<file path="src/include/pss_params.svh">
// Command codes, field positions, reset values and timing for the status bank
`ifndef PSS_PARAMS_SVH
`define PSS_PARAMS_SVH

// ************************************************************
// Command codes
// ************************************************************
`define PSS_CMD_FALL_TIME   8'h65
`define PSS_CMD_SUM_BYTE    8'h78
`define PSS_CMD_SUM_WORD    8'h79
`define PSS_CMD_VOUT_STAT   8'h7A
`define PSS_CMD_VOUT_MASK   8'hD8
`define PSS_CMD_EXT_MASK    8'hD9

// ************************************************************
// Field positions
// ************************************************************
`define PSS_EXP_MSB         15
`define PSS_EXP_LSB         11
`define PSS_MAN_MSB         10
`define PSS_BUSY_BIT        7
`define PSS_VOUT_FLAG_MSB   7
`define PSS_VOUT_FLAG_LSB   2
`define PSS_OVF_BIT         7

// ************************************************************
// Reset values and limits
// ************************************************************
`define PSS_FALL_EXP        5'h1E
`define PSS_FALL_MAN_RESET  11'h004
`define PSS_FALL_MAN_MIN    11'h002
`define PSS_FALL_MAN_MAX    11'h07F
`define PSS_MASK_RESET      8'h00
`define PSS_EXT_MASK_RESET  3'h0

// ************************************************************
// Timing
// ************************************************************
`define PSS_FALL_LSB_US     250
`define PSS_CLK_MHZ         50
`define PSS_STEP_CYCLES     (`PSS_FALL_LSB_US * `PSS_CLK_MHZ)

`endif

</file>
<file path="src/include/pss_pkg.sv">
// Types shared by the status bank, its host model, properties and testbench
package pss_pkg;

	typedef struct packed {
		logic        wr;
		logic        rd;
		logic        word;
		logic [7:0]  cmd;
		logic [15:0] wdata;
	} pss_req_type;

	typedef struct packed {
		logic ov_fault;
		logic ov_warn;
		logic uv_warn;
		logic uv_fault;
		logic min_max;
		logic startup_timeout;
	} pss_vout_evt_type;

	typedef struct packed {
		logic fixed_ov;
		logic tracking_ov;
		logic prebias_ov;
	} pss_ov_src_type;

	typedef struct packed {
		logic summary_output_overcurrent;
		logic iout_any;
		logic summary_input_undervoltage;
		logic input_any;
		logic temp_any;
		logic cml_any;
		logic mfr_any;
		logic other_any;
	} pss_summary_type;

	typedef enum logic [1:0] {
		RAMP_IDLE = 2'b01,
		RAMP_RUN  = 2'b10
	} pss_ramp_state_type;

endpackage

</file>
<file path="src/rtl/pss_status_regs.sv">
// Soft-off fall time, fault summary and output-voltage status registers
//
// Summary of operation
// Fall time word, exponent fixed at -2
// Fall 0.5 to 31.75 ms, minimum 0.5
// Fall writes above 31.75 ms or off-format flagged invalid data
// Reference ramps to zero over fall time
// Status byte equals status word low byte
// Summary bits only follow detail registers
// Busy bit sets on busy fault, 80h clears
// Bit 6 live: not converting power
// Status byte category bits 5 to 0
// Status word high byte category bits
// Word bit 11 follows power-good pin
// Word writes 0080h/0180h clear busy
// Output-voltage flags latch from zero reset
// Flags clear by clear-faults or write-1
// Each alerting bit has own mask
// Extended mask splits three overvoltage sources
// Category bit ORs latched detail flags
// Read-only bits ignore writes, read zero
`include "pss_params.svh"
`timescale 1ns/1ps

module pss_status_regs #(
	parameter int P_STEP_CYCLES = `PSS_STEP_CYCLES
) (
	input  wire logic                     I_CORE_CLK,
	input  wire logic                     I_RESETN,
	input  wire pss_pkg::pss_req_type     I_REG_REQ,
	output logic [15:0]                   O_REG_RDATA,
	output logic                          O_REG_ACK,
	output logic                          O_REG_UNSUPPORTED,
	output logic                          O_INVALID_DATA,
	input  wire logic                     I_CLEAR_FAULTS,
	input  wire logic                     I_BUSY_FAULT,
	input  wire logic                     I_CONVERTING,
	input  wire logic                     I_POWER_GOOD_PIN,
	input  wire pss_pkg::pss_vout_evt_type I_VOUT_EVT,
	input  wire pss_pkg::pss_ov_src_type  I_OV_SRC,
	input  wire pss_pkg::pss_summary_type I_SUMMARY,
	input  wire logic                     I_SOFT_OFF_START,
	input  wire logic [11:0]              I_VREF_START,
	output logic [11:0]                   O_VREF,
	output logic                          O_RAMP_ACTIVE,
	output logic                          O_RAMP_DONE,
	output logic                          O_ALERT
);
	import pss_pkg::*;

	// ************************************************************
	// Declarations
	// ************************************************************
	logic [10:0]        fall_man_reg;
	logic               busy_reg;
	logic [5:0]         vout_flag_reg;
	logic [5:0]         vout_flag_next;
	pss_ov_src_type     ov_src_reg;
	pss_ov_src_type     ov_src_next;
	logic [7:0]         vout_mask_reg;
	logic               busy_mask_reg;
	logic [2:0]         ext_mask_reg;
	logic [15:0]        rdata_reg;
	logic               ack_reg;
	logic               unsup_reg;
	logic               invalid_reg;
	logic               power_good_live_sync;
	logic               wr_fall;
	logic               wr_byte;
	logic               wr_word;
	logic               wr_vout;
	logic               wr_vmask;
	logic               wr_emask;
	logic               known_cmd;
	logic               fall_valid;
	logic [7:0]         status_byte;
	logic [15:0]        status_word;
	logic [7:0]         vout_status;
	pss_ramp_state_type ramp_state_reg;
	logic [11:0]        vref_reg;
	logic [11:0]        ramp_start_reg;
	logic [21:0]        ramp_total_reg;
	logic [21:0]        ramp_cnt_reg;
	logic [21:0]        ramp_acc_reg;
	logic [21:0]        acc_sum;
	logic               ramp_done_reg;

	// ************************************************************
	// Helpers
	// ************************************************************
	function automatic logic [6:0] eff_mantissa(input logic [10:0] man);
		if (man < `PSS_FALL_MAN_MIN)
			eff_mantissa = 7'(`PSS_FALL_MAN_MIN);
		else
			eff_mantissa = man[6:0];
	endfunction

	function automatic logic [21:0] fall_cycles(input logic [10:0] man);
		fall_cycles = 22'(eff_mantissa(man) * P_STEP_CYCLES);
	endfunction

	// Bit 10 set would make the mantissa negative
	function automatic logic fall_word_ok(input logic [15:0] w);
		fall_word_ok = (w[`PSS_EXP_MSB:`PSS_EXP_LSB] == `PSS_FALL_EXP) &&
		               !w[`PSS_MAN_MSB] &&
		               (w[`PSS_MAN_MSB:0] <= `PSS_FALL_MAN_MAX);
	endfunction

	// ************************************************************
	// Pin input
	// ************************************************************
	pss_sync u_power_good_live_sync (
		.i_clk    (I_CORE_CLK),
		.i_resetn (I_RESETN),
		.i_async  (I_POWER_GOOD_PIN),
		.o_sync   (power_good_live_sync)
	);

	// ************************************************************
	// Command decode
	// ************************************************************
	assign wr_fall  = I_REG_REQ.wr && (I_REG_REQ.cmd == `PSS_CMD_FALL_TIME);
	assign wr_byte  = I_REG_REQ.wr && (I_REG_REQ.cmd == `PSS_CMD_SUM_BYTE);
	assign wr_word  = I_REG_REQ.wr && (I_REG_REQ.cmd == `PSS_CMD_SUM_WORD);
	assign wr_vout  = I_REG_REQ.wr && (I_REG_REQ.cmd == `PSS_CMD_VOUT_STAT);
	assign wr_vmask = I_REG_REQ.wr && (I_REG_REQ.cmd == `PSS_CMD_VOUT_MASK);
	assign wr_emask = I_REG_REQ.wr && (I_REG_REQ.cmd == `PSS_CMD_EXT_MASK);

	assign known_cmd = (I_REG_REQ.cmd == `PSS_CMD_FALL_TIME) ||
	                   (I_REG_REQ.cmd == `PSS_CMD_SUM_BYTE) ||
	                   (I_REG_REQ.cmd == `PSS_CMD_SUM_WORD) ||
	                   (I_REG_REQ.cmd == `PSS_CMD_VOUT_STAT) ||
	                   (I_REG_REQ.cmd == `PSS_CMD_VOUT_MASK) ||
	                   (I_REG_REQ.cmd == `PSS_CMD_EXT_MASK);

	assign fall_valid = fall_word_ok(I_REG_REQ.wdata);

	// ************************************************************
	// Fall time register
	// ************************************************************
	// Rejected words leave the previous setting in force
	always_ff @(posedge I_CORE_CLK or negedge I_RESETN) begin
		if (!I_RESETN) begin
			fall_man_reg <= `PSS_FALL_MAN_RESET;
		end else if (wr_fall && fall_valid) begin
			fall_man_reg <= I_REG_REQ.wdata[`PSS_MAN_MSB:0];
		end
	end

	// ************************************************************
	// Busy bit
	// ************************************************************
	// A new busy fault wins over a clear in the same cycle
	always_ff @(posedge I_CORE_CLK or negedge I_RESETN) begin
		if (!I_RESETN) begin
			busy_reg <= 1'b0;
		end else if (I_BUSY_FAULT) begin
			busy_reg <= 1'b1;
		end else if (I_CLEAR_FAULTS) begin
			busy_reg <= 1'b0;
		end else if ((wr_byte || wr_word) && I_REG_REQ.wdata[`PSS_BUSY_BIT]) begin
			busy_reg <= 1'b0;
		end
	end

	// ************************************************************
	// Output-voltage status flags
	// ************************************************************
	always_comb begin
		vout_flag_next = vout_flag_reg;
		ov_src_next    = ov_src_reg;
		if (I_CLEAR_FAULTS) begin
			vout_flag_next = 6'h00;
			ov_src_next    = '0;
		end else if (wr_vout) begin
			vout_flag_next = vout_flag_reg &
			    ~I_REG_REQ.wdata[`PSS_VOUT_FLAG_MSB:`PSS_VOUT_FLAG_LSB];
			if (I_REG_REQ.wdata[`PSS_OVF_BIT])
				ov_src_next = '0;
		end
		// Set after clear so a coincident event is kept
		vout_flag_next = vout_flag_next | 6'(I_VOUT_EVT);
		ov_src_next    = ov_src_next | I_OV_SRC;
	end

	always_ff @(posedge I_CORE_CLK or negedge I_RESETN) begin
		if (!I_RESETN) begin
			vout_flag_reg <= 6'h00;
			ov_src_reg    <= '0;
		end else begin
			vout_flag_reg <= vout_flag_next;
			ov_src_reg    <= ov_src_next;
		end
	end

	// ************************************************************
	// Alert masks
	// ************************************************************
	// Busy mask rides at bit 8 of the vout mask word
	always_ff @(posedge I_CORE_CLK or negedge I_RESETN) begin
		if (!I_RESETN) begin
			vout_mask_reg <= `PSS_MASK_RESET;
			busy_mask_reg <= 1'b0;
		end else if (wr_vmask) begin
			vout_mask_reg <= {I_REG_REQ.wdata[7:2], 2'b00};
			busy_mask_reg <= I_REG_REQ.wdata[8];
		end
	end

	always_ff @(posedge I_CORE_CLK or negedge I_RESETN) begin
		if (!I_RESETN) begin
			ext_mask_reg <= `PSS_EXT_MASK_RESET;
		end else if (wr_emask) begin
			ext_mask_reg <= I_REG_REQ.wdata[2:0];
		end
	end

	// ************************************************************
	// Summary composition
	// ************************************************************
	assign vout_status = {vout_flag_reg, 2'b00};

	assign status_byte = {
		busy_reg,
		~I_CONVERTING,
		vout_flag_reg[5],
		I_SUMMARY.summary_output_overcurrent,
		I_SUMMARY.summary_input_undervoltage,
		I_SUMMARY.temp_any,
		I_SUMMARY.cml_any,
		vout_flag_reg[0] | I_SUMMARY.other_any
	};

	assign status_word = {
		|vout_flag_reg,
		I_SUMMARY.iout_any,
		I_SUMMARY.input_any,
		I_SUMMARY.mfr_any,
		power_good_live_sync,
		1'b0,
		I_SUMMARY.other_any,
		1'b0,
		status_byte
	};

	// OV flag alerts only if a still-unmasked source raised it
	assign O_ALERT = (busy_reg & ~busy_mask_reg) |
	                 (|(vout_flag_reg[4:0] & ~vout_mask_reg[6:2])) |
	                 (vout_flag_reg[5] & ~vout_mask_reg[7] &
	                  (|(ov_src_reg & ~ext_mask_reg)));

	// ************************************************************
	// Read port and answers
	// ************************************************************
	always_ff @(posedge I_CORE_CLK or negedge I_RESETN) begin
		if (!I_RESETN) begin
			rdata_reg <= 16'h0000;
		end else if (I_REG_REQ.rd) begin
			case (I_REG_REQ.cmd)
				`PSS_CMD_FALL_TIME: rdata_reg <= {`PSS_FALL_EXP, fall_man_reg};
				`PSS_CMD_SUM_BYTE:  rdata_reg <= {8'h00, status_byte};
				`PSS_CMD_SUM_WORD:  rdata_reg <= status_word;
				`PSS_CMD_VOUT_STAT: rdata_reg <= {8'h00, vout_status};
				`PSS_CMD_VOUT_MASK: rdata_reg <= {7'h00, busy_mask_reg, vout_mask_reg};
				`PSS_CMD_EXT_MASK:  rdata_reg <= {13'h0000, ext_mask_reg};
				default:            rdata_reg <= 16'h0000;
			endcase
		end
	end

	always_ff @(posedge I_CORE_CLK or negedge I_RESETN) begin
		if (!I_RESETN) begin
			ack_reg     <= 1'b0;
			unsup_reg   <= 1'b0;
			invalid_reg <= 1'b0;
		end else begin
			ack_reg     <= I_REG_REQ.wr | I_REG_REQ.rd;
			unsup_reg   <= (I_REG_REQ.wr | I_REG_REQ.rd) & ~known_cmd;
			invalid_reg <= wr_fall & ~fall_valid;
		end
	end

	assign O_REG_RDATA       = rdata_reg;
	assign O_REG_ACK         = ack_reg;
	assign O_REG_UNSUPPORTED = unsup_reg;
	assign O_INVALID_DATA    = invalid_reg;

	// ************************************************************
	// Soft-off reference ramp
	// ************************************************************
	// Start codes above the fall cycle count would need bigger steps
	// Accumulator steps the code down evenly so the ramp length
	// depends only on the fall time, never on the start code.
	// Codes stay below the minimum cycle count, so one step a cycle suffices.
	assign acc_sum = ramp_acc_reg + 22'(ramp_start_reg);

	always_ff @(posedge I_CORE_CLK or negedge I_RESETN) begin
		if (!I_RESETN) begin
			ramp_state_reg <= RAMP_IDLE;
			vref_reg       <= 12'h000;
			ramp_start_reg <= 12'h000;
			ramp_total_reg <= 22'h000000;
			ramp_cnt_reg   <= 22'h000000;
			ramp_acc_reg   <= 22'h000000;
			ramp_done_reg  <= 1'b0;
		end else begin
			ramp_done_reg <= 1'b0;
			case (ramp_state_reg)
				RAMP_IDLE: begin
					if (I_SOFT_OFF_START) begin
						vref_reg       <= I_VREF_START;
						ramp_start_reg <= I_VREF_START;
						ramp_total_reg <= fall_cycles(fall_man_reg);
						ramp_cnt_reg   <= 22'h000000;
						ramp_acc_reg   <= 22'h000000;
						ramp_state_reg <= RAMP_RUN;
					end
				end
				RAMP_RUN: begin
					ramp_cnt_reg <= ramp_cnt_reg + 22'h000001;
					if (ramp_cnt_reg == ramp_total_reg - 22'h000001) begin
						vref_reg       <= 12'h000;
						ramp_done_reg  <= 1'b1;
						ramp_state_reg <= RAMP_IDLE;
					end else if (acc_sum >= ramp_total_reg) begin
						ramp_acc_reg <= acc_sum - ramp_total_reg;
						vref_reg     <= vref_reg - 12'h001;
					end else begin
						ramp_acc_reg <= acc_sum;
					end
				end
				default: begin
					ramp_state_reg <= RAMP_IDLE;
				end
			endcase
		end
	end

	assign O_VREF        = vref_reg;
	assign O_RAMP_ACTIVE = (ramp_state_reg == RAMP_RUN);
	assign O_RAMP_DONE   = ramp_done_reg;
endmodule

</file>
<file path="src/rtl/pss_sync.sv">
// Two-flop level synchroniser for pin inputs
`timescale 1ns/1ps

module pss_sync (
	input  wire logic i_clk,
	input  wire logic i_resetn,
	input  wire logic i_async,
	output logic      o_sync
);
	logic meta_reg;
	logic sync_reg;

	always_ff @(posedge i_clk or negedge i_resetn) begin
		if (!i_resetn) begin
			meta_reg <= 1'b0;
			sync_reg <= 1'b0;
		end else begin
			meta_reg <= i_async;
			sync_reg <= meta_reg;
		end
	end

	assign o_sync = sync_reg;
endmodule

</file>
<file path="config.mk">
export PLATFORM = sky130hd
export DESIGN_NAME = pss_status_regs
export DESIGN_NICKNAME = d
export VERILOG_FILES = /design/src/include/pss_pkg.sv /design/src/rtl/pss_status_regs.sv /design/src/rtl/pss_sync.sv
export VERILOG_INCLUDE_DIRS = /design/src /design/src/include
export SDC_FILE = /design/constraint.sdc
export NUM_CORES = 1
export LEC_CHECK = 0
export BUFFER_PORTS_ARGS = -buffer_cell sky130_fd_sc_hd__buf_4
export CORE_AREA = 2 2 128 155
export DETAILED_ROUTE_END_ITERATION = 10
export DIE_AREA = 0 0 130 157
export PLACE_DENSITY = 0.77
export REMOVE_ABC_BUFFERS = 1
export SLEW_MARGIN = 25
export SYNTH_ARGS = -nofsm -noshare
export SYNTH_HDL_FRONTEND = slang
export SYNTH_SLANG_ARGS = --single-unit
</file>
<file path="constraint.sdc">
create_clock -name I_CORE_CLK -period 8.56 [get_ports I_CORE_CLK]
set_input_delay 0.428 -clock I_CORE_CLK [delete_from_list [all_inputs] [get_ports I_CORE_CLK]]
set_output_delay 0.428 -clock I_CORE_CLK [all_outputs]
set_load 0.03 [all_outputs]
</file>
# Word level (Yosys, flattened, before mapping)

Index checks and enable logic that the tools add are counted.

Add/sub/neg operators: 5
Multipliers: 1
Order comparisons: 3
Equal/unequal tests: 14
Mux-type cells: 26
Bitwise gates (word level): 22
Reductions and logical operators: 27

Operators by type and width:

| operator              | number |
|---|---|
| $pmux 16 s6           | 1 |
| $pmux 22 s2           | 2 |
| $mux 22               | 3 |
| $mux 12               | 3 |
| $eq 8x7->1 const B    | 4 |
| $pmux 12 s2           | 1 |
| $add 22x1->22 const B | 1 |
| $add 22x12->22        | 1 |
| $eq 22x22->1          | 1 |
| $ge 22x21->1          | 1 |
| $sub 21x1->22 const B | 1 |
| $sub 22x21->22        | 1 |
| $mux 7                | 3 |
| $mul 7x12->19 const B | 1 |
| $eq 8x8->1 const B    | 2 |
| $mux 6                | 2 |
| $sub 12x1->12 const B | 1 |
| $le 11x7->1 const B   | 1 |
| $lt 11x2->1 const B   | 1 |
| $logic_and 1x1->1     | 10 |
| $mux 3                | 3 |
| $and 6x6->6           | 1 |
| $logic_or 1x1->1      | 6 |
| $not 6->6             | 1 |
| 26 further kinds      | 46 |

Bits in registers: 142
Bits of input ports: 63
Output and inout port bits: 34
Logic and storage cells: 120

# Longest topological paths before layout

Gate-level depths: netlist of run 1.

Depth after elaboration: 8
Mapped depth: 20
Depth with buffers taken out: 19

# Cells and area by module

Synthesis of run 1 repeated with hierarchy kept, for this count alone.

Cells, all modules: 1116
Area total of the unflattened synthesis: 10184.8 um^2

By module, submodules not included:

| module          | times used | cells each | area an instance (um^2) |
|---|---|---|---|
| pss_status_regs | 1          | 1114       | 10134.7 |
| pss_sync        | 1          | 2          | 50.0 |

# Worst setup path after synthesis of run 1

No wires, ideal clock.

Path type: reg-to-reg
From: register ramp_start_reg[0]
To: register vref_reg[0], in the netlist O_VREF[0]
Setup time: 0.142 ns
Arrival time: 4.377 ns
Slack: 4.040 ns
Stages on the path, launching flop included: 21
Path through: dfrtp_1 > ha_1 > fa_1 > a211oi_1 > nor2_1 > o22a_1 > a41oi_1 > a21oi_1 > nand3_1 > xnor2_1 > ha_1 > and4_1 > and3_1 > a221oi_1 > o21ai_0 > o21a_1 > nor2_1 > nand2_1 > clkbuf_1 > a32oi_1 > o22ai_1

Longest elaborated chain between the ends: 4

RTL lines:

| item                       | RTL line               | RTL |
|---|---|---|
| start: declaration         | pss_status_regs.sv:81  | `logic [11:0] ramp_start_reg;` |
| start signal: assignment   | pss_status_regs.sv:301 | `ramp_start_reg <= 12'h000;` |
| start signal: assignment   | pss_status_regs.sv:312 | `ramp_start_reg <= I_VREF_START;` |
| $add 22x12->22             | pss_status_regs.sv:295 | `assign acc_sum = ramp_acc_reg + 22'(ramp_start_reg);` |
| $ge 22x21->1               | pss_status_regs.sv:325 | `end else if (acc_sum >= ramp_total_reg) begin` |
| $ne 3x1->1 (no line)       | n/a                    |  |
| $reduce_and 3->1 (no line) | n/a                    |  |
| end signal: assignment     | pss_status_regs.sv:327 | `vref_reg <= vref_reg - 12'h001;` |
| end: declaration           | pss_status_regs.sv:80  | `logic [11:0] vref_reg;` |

Every way passes these cells.
A chain may end at the register's enable or synchronous reset.

# Worst setup path in the final report of run 1

From: register ramp_start_reg[3]
To: register vref_reg[4], in the netlist O_VREF[4]

Same word-level chain as after synthesis.

==> results_dict.tcl, run 1 <==
set metrics [dict create \
    cts.sink_count 142 \
    drtIter0Drc 781 \
    ys_types 81 \
    cpPeakStageDelay_ns 0.66 \
    worst_path_dominant_cell_family "compound AO/OA/AOI/OAI gates" \
    cts_root_buf "clkbuf_16" \
    unrepaired_setup_endpoints_after_global_routing "false" \
    synth.ff_latch_count 142 \
    critical_path_peak_fanout 23 \
    grt_remaining_overflow 0 \
    fin_tns_setup_ns 0 \
    grt_start_max_net_pins 75 \
    drv.max_cap_violation_count 0 \
    slew_viol_final 0 \
    final_period_utilization_pct 65.74 \
    postRouteWirelength_um 24770 \
    netlist_instances 1116 \
    worst_setup_path_startpoint "ramp_start_reg[3]" \
    viasPerCell 5.960 \
    regToRegEndpoint "O_VREF[4]" \
    detailed_place_hpwl_um 18280 \
    finalCriticalPeriod_ns 5.627 \
    final_hold_vios 0 \
    hold_buffers 0 \
    gp_congestion 0.8875 \
    cts_max_path_buffers 2 \
    worst_pin_slew_ns 1.013 \
    critPathLaunchType "flip-flop" \
    post-place-ws_ns 2.753 \
    setup_viol_count_final 0 \
    mappedNetlistArea_um2 10180 \
    timing.critical_path.arrival_ns 6.00 \
    ys_warn_count 0 \
    grt_first_pass_wirelength_um 41280 \
    port_buffers 95 \
    groute.usage.overall_pct 25.18 \
    worstPathRequired_ns 8.93 \
    hp-class "input port to asynchronous set/reset pin" \
    vias 8750 \
    worst_setup_path_end_kind "flip-flop" \
    power_leakage_nw 5.515 \
    antenna_violating_nets_post_route 0 \
    finish.cell_count_without_fillers 1468 \
    post_cts_buffers 0 \
    worstReg2RegStart "ramp_start_reg[3]" \
    place_inst 1436 \
    final_nets 1358 \
    fin_worst_skew_ns 0.01502 \
    start_to_end_type_of_the_worst_setup_path "flip-flop to flip-flop" \
    first_global_vias 8801 \
    register_to_register_path_setup_slack_ns 2.93 \
    fp.dieArea_um2 20410 \
    worst-path-buf-inv 0 \
    floorplan_core_area_um2 18790 \
    worstPathCellList "ha_1 > o21ai_0 > nor2_1 > o22a_1 > a41oi_1 > a21oi_1 > nand3_1 > xnor2_1 > ha_1 > and4_1 > and3_1 > a221oi_1 > o21ai_0 > o21a_1 > nor2_1 > nand2_2 > a221oi_1 > a221o_1" \
    fp.dieH_um 157 \
    n_fill_cell 1635 \
    share_of_synthesized_area_occupied_by_flip_flops_and_latches_pct 34.91 \
    timing.reg2reg.worst_path_depth 18 \
    timing.slew.headroom_pct 31.96 \
    fmax_ghz 0.1777 \
    crit_path_top_delay_cell "a21oi_1" \
    cts_max_level 4 \
    setup_slack_ns 2.933 \
    diodes_inserted 0 \
    placement.cell_area_um2 11130 \
    placement_rows 55 \
    postCtsResizedCells 0 \
    fp.dieW_um 130 \
    final_cell_mix "140 x dfrtp_1, 101 x buf_4, 92 x nor2_1, 88 x nand2_1, 87 x ha_1" \
    initial_core_util_pct 54.21 \
    clk_pin_slew_worst_setup_hold_paths_ns 0.07 \
    worst_skew_late_latency_ns 0.44 \
    synth.avg_cell_area_um2 9.126 \
    avgRoutedWirePerCell_um 16.87 \
    postLayoutCellArea_um2 11710 \
    cell_pwr_density_nw_per_um2 137.2 \
    synth_top_flop_cell "dfrtp_1" \
    drt_first_pass_iters 9 \
    edff_count_synth 0 \
    synth-async-reset-ratio_pct 100.0 \
    tritoncts "done" \
    drive_gt1_share_pct 16.01 \
    antenna_violations_before_repair 0 \
    run_status "complete, no violations" \
    number_of_buffers_inserted_during_clock_tree_synthesis 17 \
    area.growth.synth_to_final_pct 14.96 \
    vdd_ir_drop_max_mv 0.1467 \
    leading_cell_type_in_the_layout_fill_and_taps_excluded "dfrtp_1" \
    design.portCount 97 \
    number_of_remaining_drc_errors 0 \
]
==> worst max-delay path by stage <==
stage / to / slack (ns) / depth (start not counted)
floorplan: ramp_acc_reg[13] / 3.75 / 19
global placement: O_VREF[4] / 2.82 / 18
detailed placement: O_VREF[4] / 2.75 / 18
CTS: O_VREF[4] / 2.70 / 18
global route: ramp_acc_reg[13] / 2.43 / 19
finish: O_VREF[4] / 2.93 / 18
==> power by group <==
| part | internal [mW] | switching, mW | leakage [nW] |
|---|---|---|---|
| clock | 0.412 | 0.324 | 0.284 |
| sequential | 0.695 | 0.0259 | 1.80 |
| combinational | 0.0635 | 0.0858 | 3.43 |
| total | 1.17 | 0.436 | 5.52 |
==> cells in the mapped netlist, types with 4 or more instances <==
cell | instances | area [um^2]
nor2b_1 | 16 | 100.1
o21ai_0 | 64 | 320.3
o311ai_0 | 4 | 35.03
inv_1 | 76 | 285.3
a221oi_1 | 5 | 43.79
ha_1 | 87 | 1089
o22ai_1 | 9 | 56.30
and4_1 | 4 | 35.03
o21a_1 | 14 | 105.1
dfrtp_1 | 140 | 3503
nand3_1 | 26 | 130.1
and2_1 | 7 | 43.79
mux2_2 | 32 | 360.4
a41oi_1 | 8 | 70.07
nand2b_1 | 18 | 112.6
a222oi_1 | 9 | 90.09
o211ai_1 | 5 | 37.54
a211oi_1 | 12 | 90.09
a22o_1 | 5 | 43.79
o31ai_1 | 9 | 67.56
nor2_1 | 92 | 345.3
or2_2 | 4 | 25.02
a31oi_1 | 12 | 75.07
or3_1 | 22 | 137.6
mux2i_1 | 13 | 130.1
and3_1 | 17 | 106.4
fa_1 | 9 | 180.2
a21o_1 | 13 | 97.59
a31o_2 | 7 | 61.31
nand2_1 | 89 | 334.1
a22oi_1 | 4 | 30.03
buf_2 | 4 | 20.02
a21oi_1 | 60 | 300.3
clkbuf_1 | 32 | 120.1
nor3_1 | 29 | 145.1
nand4_1 | 11 | 68.82
xor2_1 | 34 | 297.8
nor4_1 | 8 | 50.05
xnor2_1 | 44 | 385.4
==> layer usage <==
layer  up-vias  global-route usage [%]  part of all wire, %  wire length (um)
li1       4217                       -                    -                 -
met1      4218                   29.45                   40              9872
met2       260                   45.70                   53             13090
met3        55                   4.487                  4.6              1131
met4         0                   9.268                  2.7               671
met5         -                       0                    0                 0
==> kinds of logic (layout without fill, tap and decap cells) <==
kind of cell / after synthesis / count (layout) / synth area share [%]
muxes: 45 / 45 / 4.816
xor gates and xnor gates: 78 / 78 / 6.708
buffers and inverters: 114 / 210 / 4.361
and+or+nand+nor: 364 / 364 / 18.21
DFF: 142 / 142 / 34.91
adders and majority gates: 96 / 96 / 12.46
AOI/OAI and AO/OA: 277 / 277 / 18.54
==> layout make-up <==
type / count / area, um^2 / area share, %
clock buffers: 18 / 429.2 / 3.665
clock inverters: 14 / 148.9 / 1.272
inverters: 76 / 285.3 / 2.436
multi-input cells: 860 / 6200 / 52.95
flip-flops and latches: 142 / 3556 / 30.37
well taps: 256 / 320.3 / 2.736
repair buffers: 102 / 769.5 / 6.572
==> through the flow <==
stage / util [%] / hold WS [ns] / power [mW]
after floorplan: - / 0.1324 / 0.7987
after global placement: 59.23 / 0.3373 / 0.8796
after detailed placement: 59.23 / 0.3449 / 0.8826
after CTS: 62.31 / 0.04302 / 1.619
after global routing: 62.32 / 0.07444 / 1.664
final: 62.32 / 0.02133 / 1.606
Note: power is estimated with default switching activity, not from simulation.
==> run 2: changes to the inputs <==
--- a/config.mk
+++ b/config.mk
@@ -6,10 +6,11 @@
 export SDC_FILE = /design/constraint.sdc
 export NUM_CORES = 1
 export LEC_CHECK = 0
+export ABC_AREA = 1
 export BUFFER_PORTS_ARGS = -buffer_cell sky130_fd_sc_hd__buf_4
-export CORE_AREA = 2 2 128 155
+export CORE_AREA = 2 2 132 160
 export DETAILED_ROUTE_END_ITERATION = 10
-export DIE_AREA = 0 0 130 157
+export DIE_AREA = 0 0 134 162
 export PLACE_DENSITY = 0.77
 export REMOVE_ABC_BUFFERS = 1
 export SLEW_MARGIN = 25
==> constraint.sdc (replaced) <==
create_clock -name I_CORE_CLK -period 5.7 [get_ports I_CORE_CLK]
set_input_delay 0.285 -clock I_CORE_CLK [delete_from_list [all_inputs] [get_ports I_CORE_CLK]]
set_output_delay 0.285 -clock I_CORE_CLK [all_outputs]
set_load 0.03 [all_outputs]
==> results_dict.tcl, run 2 <==
set metrics [dict create \
    run_status "finished with violations" \
    failing_checks "negative hold slack" \
    cell_type_with_the_largest_total_area_after_synthesis "dfrtp_1" \
    detail_route.wirelength.met1_um 11870 \
    cts_max_level 4 \
    register_to_register_path_setup_slack_ns 1.14 \
    fp.dieW_um 134 \
    fp.dieArea_um2 21710 \
    mappedNetlistArea_um2 10980 \
    cell_pwr_density_nw_per_um2 543.4 \
    number_of_remaining_drc_errors 0 \
    cts_root_buf "clkbuf_16" \
    synth_top_flop_cell "dfrtp_1" \
    synth-adder-area-share_pct 11.56 \
    worstPathCellList "ha_1 > a21oi_1 > nand2_1 > nand3_1 > nand2_1 > a21oi_1 > or2_2 > xor2_1 > inv_1 > ha_1 > nand2_1 > nor4_1 > nand2_1 > nand2_1 > nand2_1 > nand2_1 > nand2_1 > nand2_2 > clkinv_2 > nand3_4 > nand2_4 > clkinv_4 > nand2_1 > nand2_1" \
    postLayoutCellArea_um2 12470 \
    grt_start_max_net_pins 110 \
    synth-async-reset-ratio_pct 100.0 \
    met2_length_um 13180 \
    drt_first_pass_iters 5 \
    leading_cell_type_in_the_layout_fill_and_taps_excluded "nand2_1" \
    postCtsResizedCells 0 \
    port_buffers 95 \
    biggest_area_contributors_in_the_synthesized_netlist "dfrtp_1 32%, nand2_1 16%, ha_1 9.9%, inv_1 5.7%, o21ai_0 4.1%" \
    fin_tns_setup_ns 0 \
    avgRoutedWirePerCell_um 14.72 \
    final_cell_mix "457 x nand2_1, 167 x inv_1, 140 x dfrtp_1, 98 x buf_4, 90 x o21ai_0" \
    timing.slew.headroom_pct 38.56 \
    ys_warn_count 0 \
    vias 10183 \
    fp.dieH_um 162 \
    synth.avg_cell_area_um2 7.339 \
    slew_viol_final 0 \
    critical_path_peak_fanout 24 \
    design.portCount 97 \
    synth_mux_area_share_pct 0.2051 \
    start_to_end_type_of_the_worst_setup_path "flip-flop to flip-flop" \
    hp-class "input port to asynchronous set/reset pin" \
    worst_skew_late_latency_ns 0.43 \
    final_period_utilization_pct 79.93 \
    diodes_inserted 0 \
    post_cts_buffers 0 \
    clk_pin_slew_worst_setup_hold_paths_ns 0.07 \
    n_fill_cell 1821 \
    setup_viol_count_final 0 \
    sw_share_pct 52.00 \
    worst_setup_path_end_kind "flip-flop" \
    internal_power_mw 3.253 \
    detailed_place_hpwl_um 21440 \
    timing.critical_path.arrival_ns 4.92 \
    hold_buffers 1 \
    first_global_vias 9956 \
    area.growth.synth_to_final_pct 13.58 \
    antenna_violating_nets_post_route 0 \
    vdd_ir_drop_max_mv 0.6675 \
    worst-path-buf-inv 3 \
    regToRegEndpoint "O_VREF[9]" \
    synth-simple-area-share_pct 30.99 \
    synth_largest_type_area_fraction_pct 31.91 \
    cts_max_path_buffers 2 \
    worst_path_dominant_cell_family "simple AND/OR/NAND/NOR gates" \
    count_leader_synth "nand2_1" \
    timing.reg2reg.worst_path_depth 24 \
    viasPerCell 5.472 \
    fmax_ghz 0.2195 \
    final_hold_vios 39 \
    drive_gt1_share_pct 13.28 \
    edff_count_synth 0 \
    dr_wl_met3_um 1418 \
    power_leakage_nw 6.794 \
    fin_worst_skew_ns 0.01205 \
    combPwrFrac_pct 63.2 \
    final_nets 1742 \
    grt_remaining_overflow 0 \
    worstPathRequired_ns 6.07 \
    tritoncts "done" \
    drv.max_cap_violation_count 0 \
    placement_rows 57 \
    power.share.clock_pct 16.5 \
    worstReg2RegStart "ramp_start_reg[2]" \
    cpPeakStageDelay_ns 0.39 \
    antenna_violations_before_repair 0 \
    grt_first_pass_wirelength_um 46700 \
    dr.max_layer_used "met4" \
    floorplan_core_area_um2 20040 \
    share_of_synthesized_area_occupied_by_flip_flops_and_latches_pct 32.39 \
    ys_types 59 \
    number_of_buffers_inserted_during_clock_tree_synthesis 17 \
    placement.cell_area_um2 11880 \
    synth_top_family_by_area "simple AND/OR/NAND/NOR gates" \
    crit_path_top_delay_cell "dfrtp_1" \
    holdWs_ns -0.1025 \
    cts.sink_count 142 \
    netlist_instances 1496 \
    critPathLaunchType "flip-flop" \
    postRouteWirelength_um 27390 \
    synth_compound_area_share_pct 12.08 \
    worst_pin_slew_ns 0.9215 \
    unrepaired_setup_endpoints_after_global_routing "false" \
    groute.usage.overall_pct 26.32 \
    crit_path_frequent_cell "nand2_1" \
    initial_core_util_pct 54.79 \
    sequentialPowerShare_pct 20.3 \
    finalCriticalPeriod_ns 4.556 \
    synth_top_cells_by_count "457 x nand2_1, 167 x inv_1, 140 x dfrtp_1" \
    synth.ff_latch_count 142 \
    gp_congestion 0.9457 \
    power.net_switching_mw 3.524 \
    drtIter0Drc 563 \
    post_synth_xor_area_fraction_pct 5.185 \
]
[run 2: layout make-up]
class                   instances  area, um^2  area share [%]
clock inverters                14       145.1           1.164
well taps                     265       331.6           2.659
flip-flops and latches        142        3556           28.51
clock buffers                  18       429.2           3.441
multi-input cells            1150        6598           52.90
inverters                     172       651.9           5.227
repair buffers                100       759.5           6.090
[run 2: power by group through the flow]
stage	clock (mW)	combinational, mW	sequential, mW
floorplan	0	3.22	1.43
global placement	0	4.13	1.38
detailed placement	0	4.21	1.39
CTS	1.14	4.25	1.37
global route	1.18	4.83	1.40
finish	1.12	4.28	1.37
[run 2: metal layers]
| metal | track usage [%] | vias up |
|---|---|---|
| met4 | 11.03 | 0 |
| li1 | - | 5070 |
| met5 | 0 | - |
| met3 | 4.213 | 59 |
| met2 | 44.78 | 296 |
| met1 | 33.30 | 4758 |
[run 2: worst max-delay path by stage]
stage	startpoint	endpoint	slack, ns	cells after the start
after global routing	ramp_start_reg[2]	O_VREF[9]	0.61	24
after CTS	ramp_start_reg[2]	O_VREF[9]	1.17	24
after global placement	fall_man_reg[6]	ramp_total_reg[20]	1.27	18
final	ramp_start_reg[2]	O_VREF[9]	1.14	24
after floorplan	fall_man_reg[6]	ramp_total_reg[17]	1.73	18
after detailed placement	ramp_start_reg[6]	O_VREF[2]	1.20	24
[run 2: kinds of logic after synthesis]
logic type	Yosys count
adders and majority gates	96
muxes	2
xor gates and xnor gates	65
DFF	142
buffers and inverters	204
and+or+nand+nor	757
AOI/OAI and AO/OA	230
[run 2: worst reg2reg max path, cell delays in order (launching register included)]
cell and delay (ns):
dfrtp_1 0.39, ha_1 0.35, a21oi_1 0.14, nand2_1 0.15, nand3_1 0.10, nand2_1 0.14, a21oi_1 0.33, or2_2 0.18
xor2_1 0.23, inv_1 0.07, ha_1 0.36, nand2_1 0.12, nor4_1 0.28, nand2_1 0.08, nand2_1 0.10, nand2_1 0.08
nand2_1 0.06, nand2_1 0.07, nand2_2 0.33, clkinv_2 0.35, nand3_4 0.19, nand2_4 0.13, clkinv_4 0.14, nand2_1 0.07
nand2_1 0.05
[run 2: metrics by stage]
stage / std cells / util, % / total power, mW / setup slack (ns)
after floorplan: 1464 / - / 4.647 / 1.728
after global placement: 1828 / 59.26 / 5.505 / 1.272
after detailed placement: 1828 / 59.26 / 5.597 / 1.203
after CTS: 1861 / 62.17 / 6.754 / 1.167
after global routing: 1861 / 62.23 / 7.404 / 0.6078
final: 1861 / 62.23 / 6.777 / 1.144
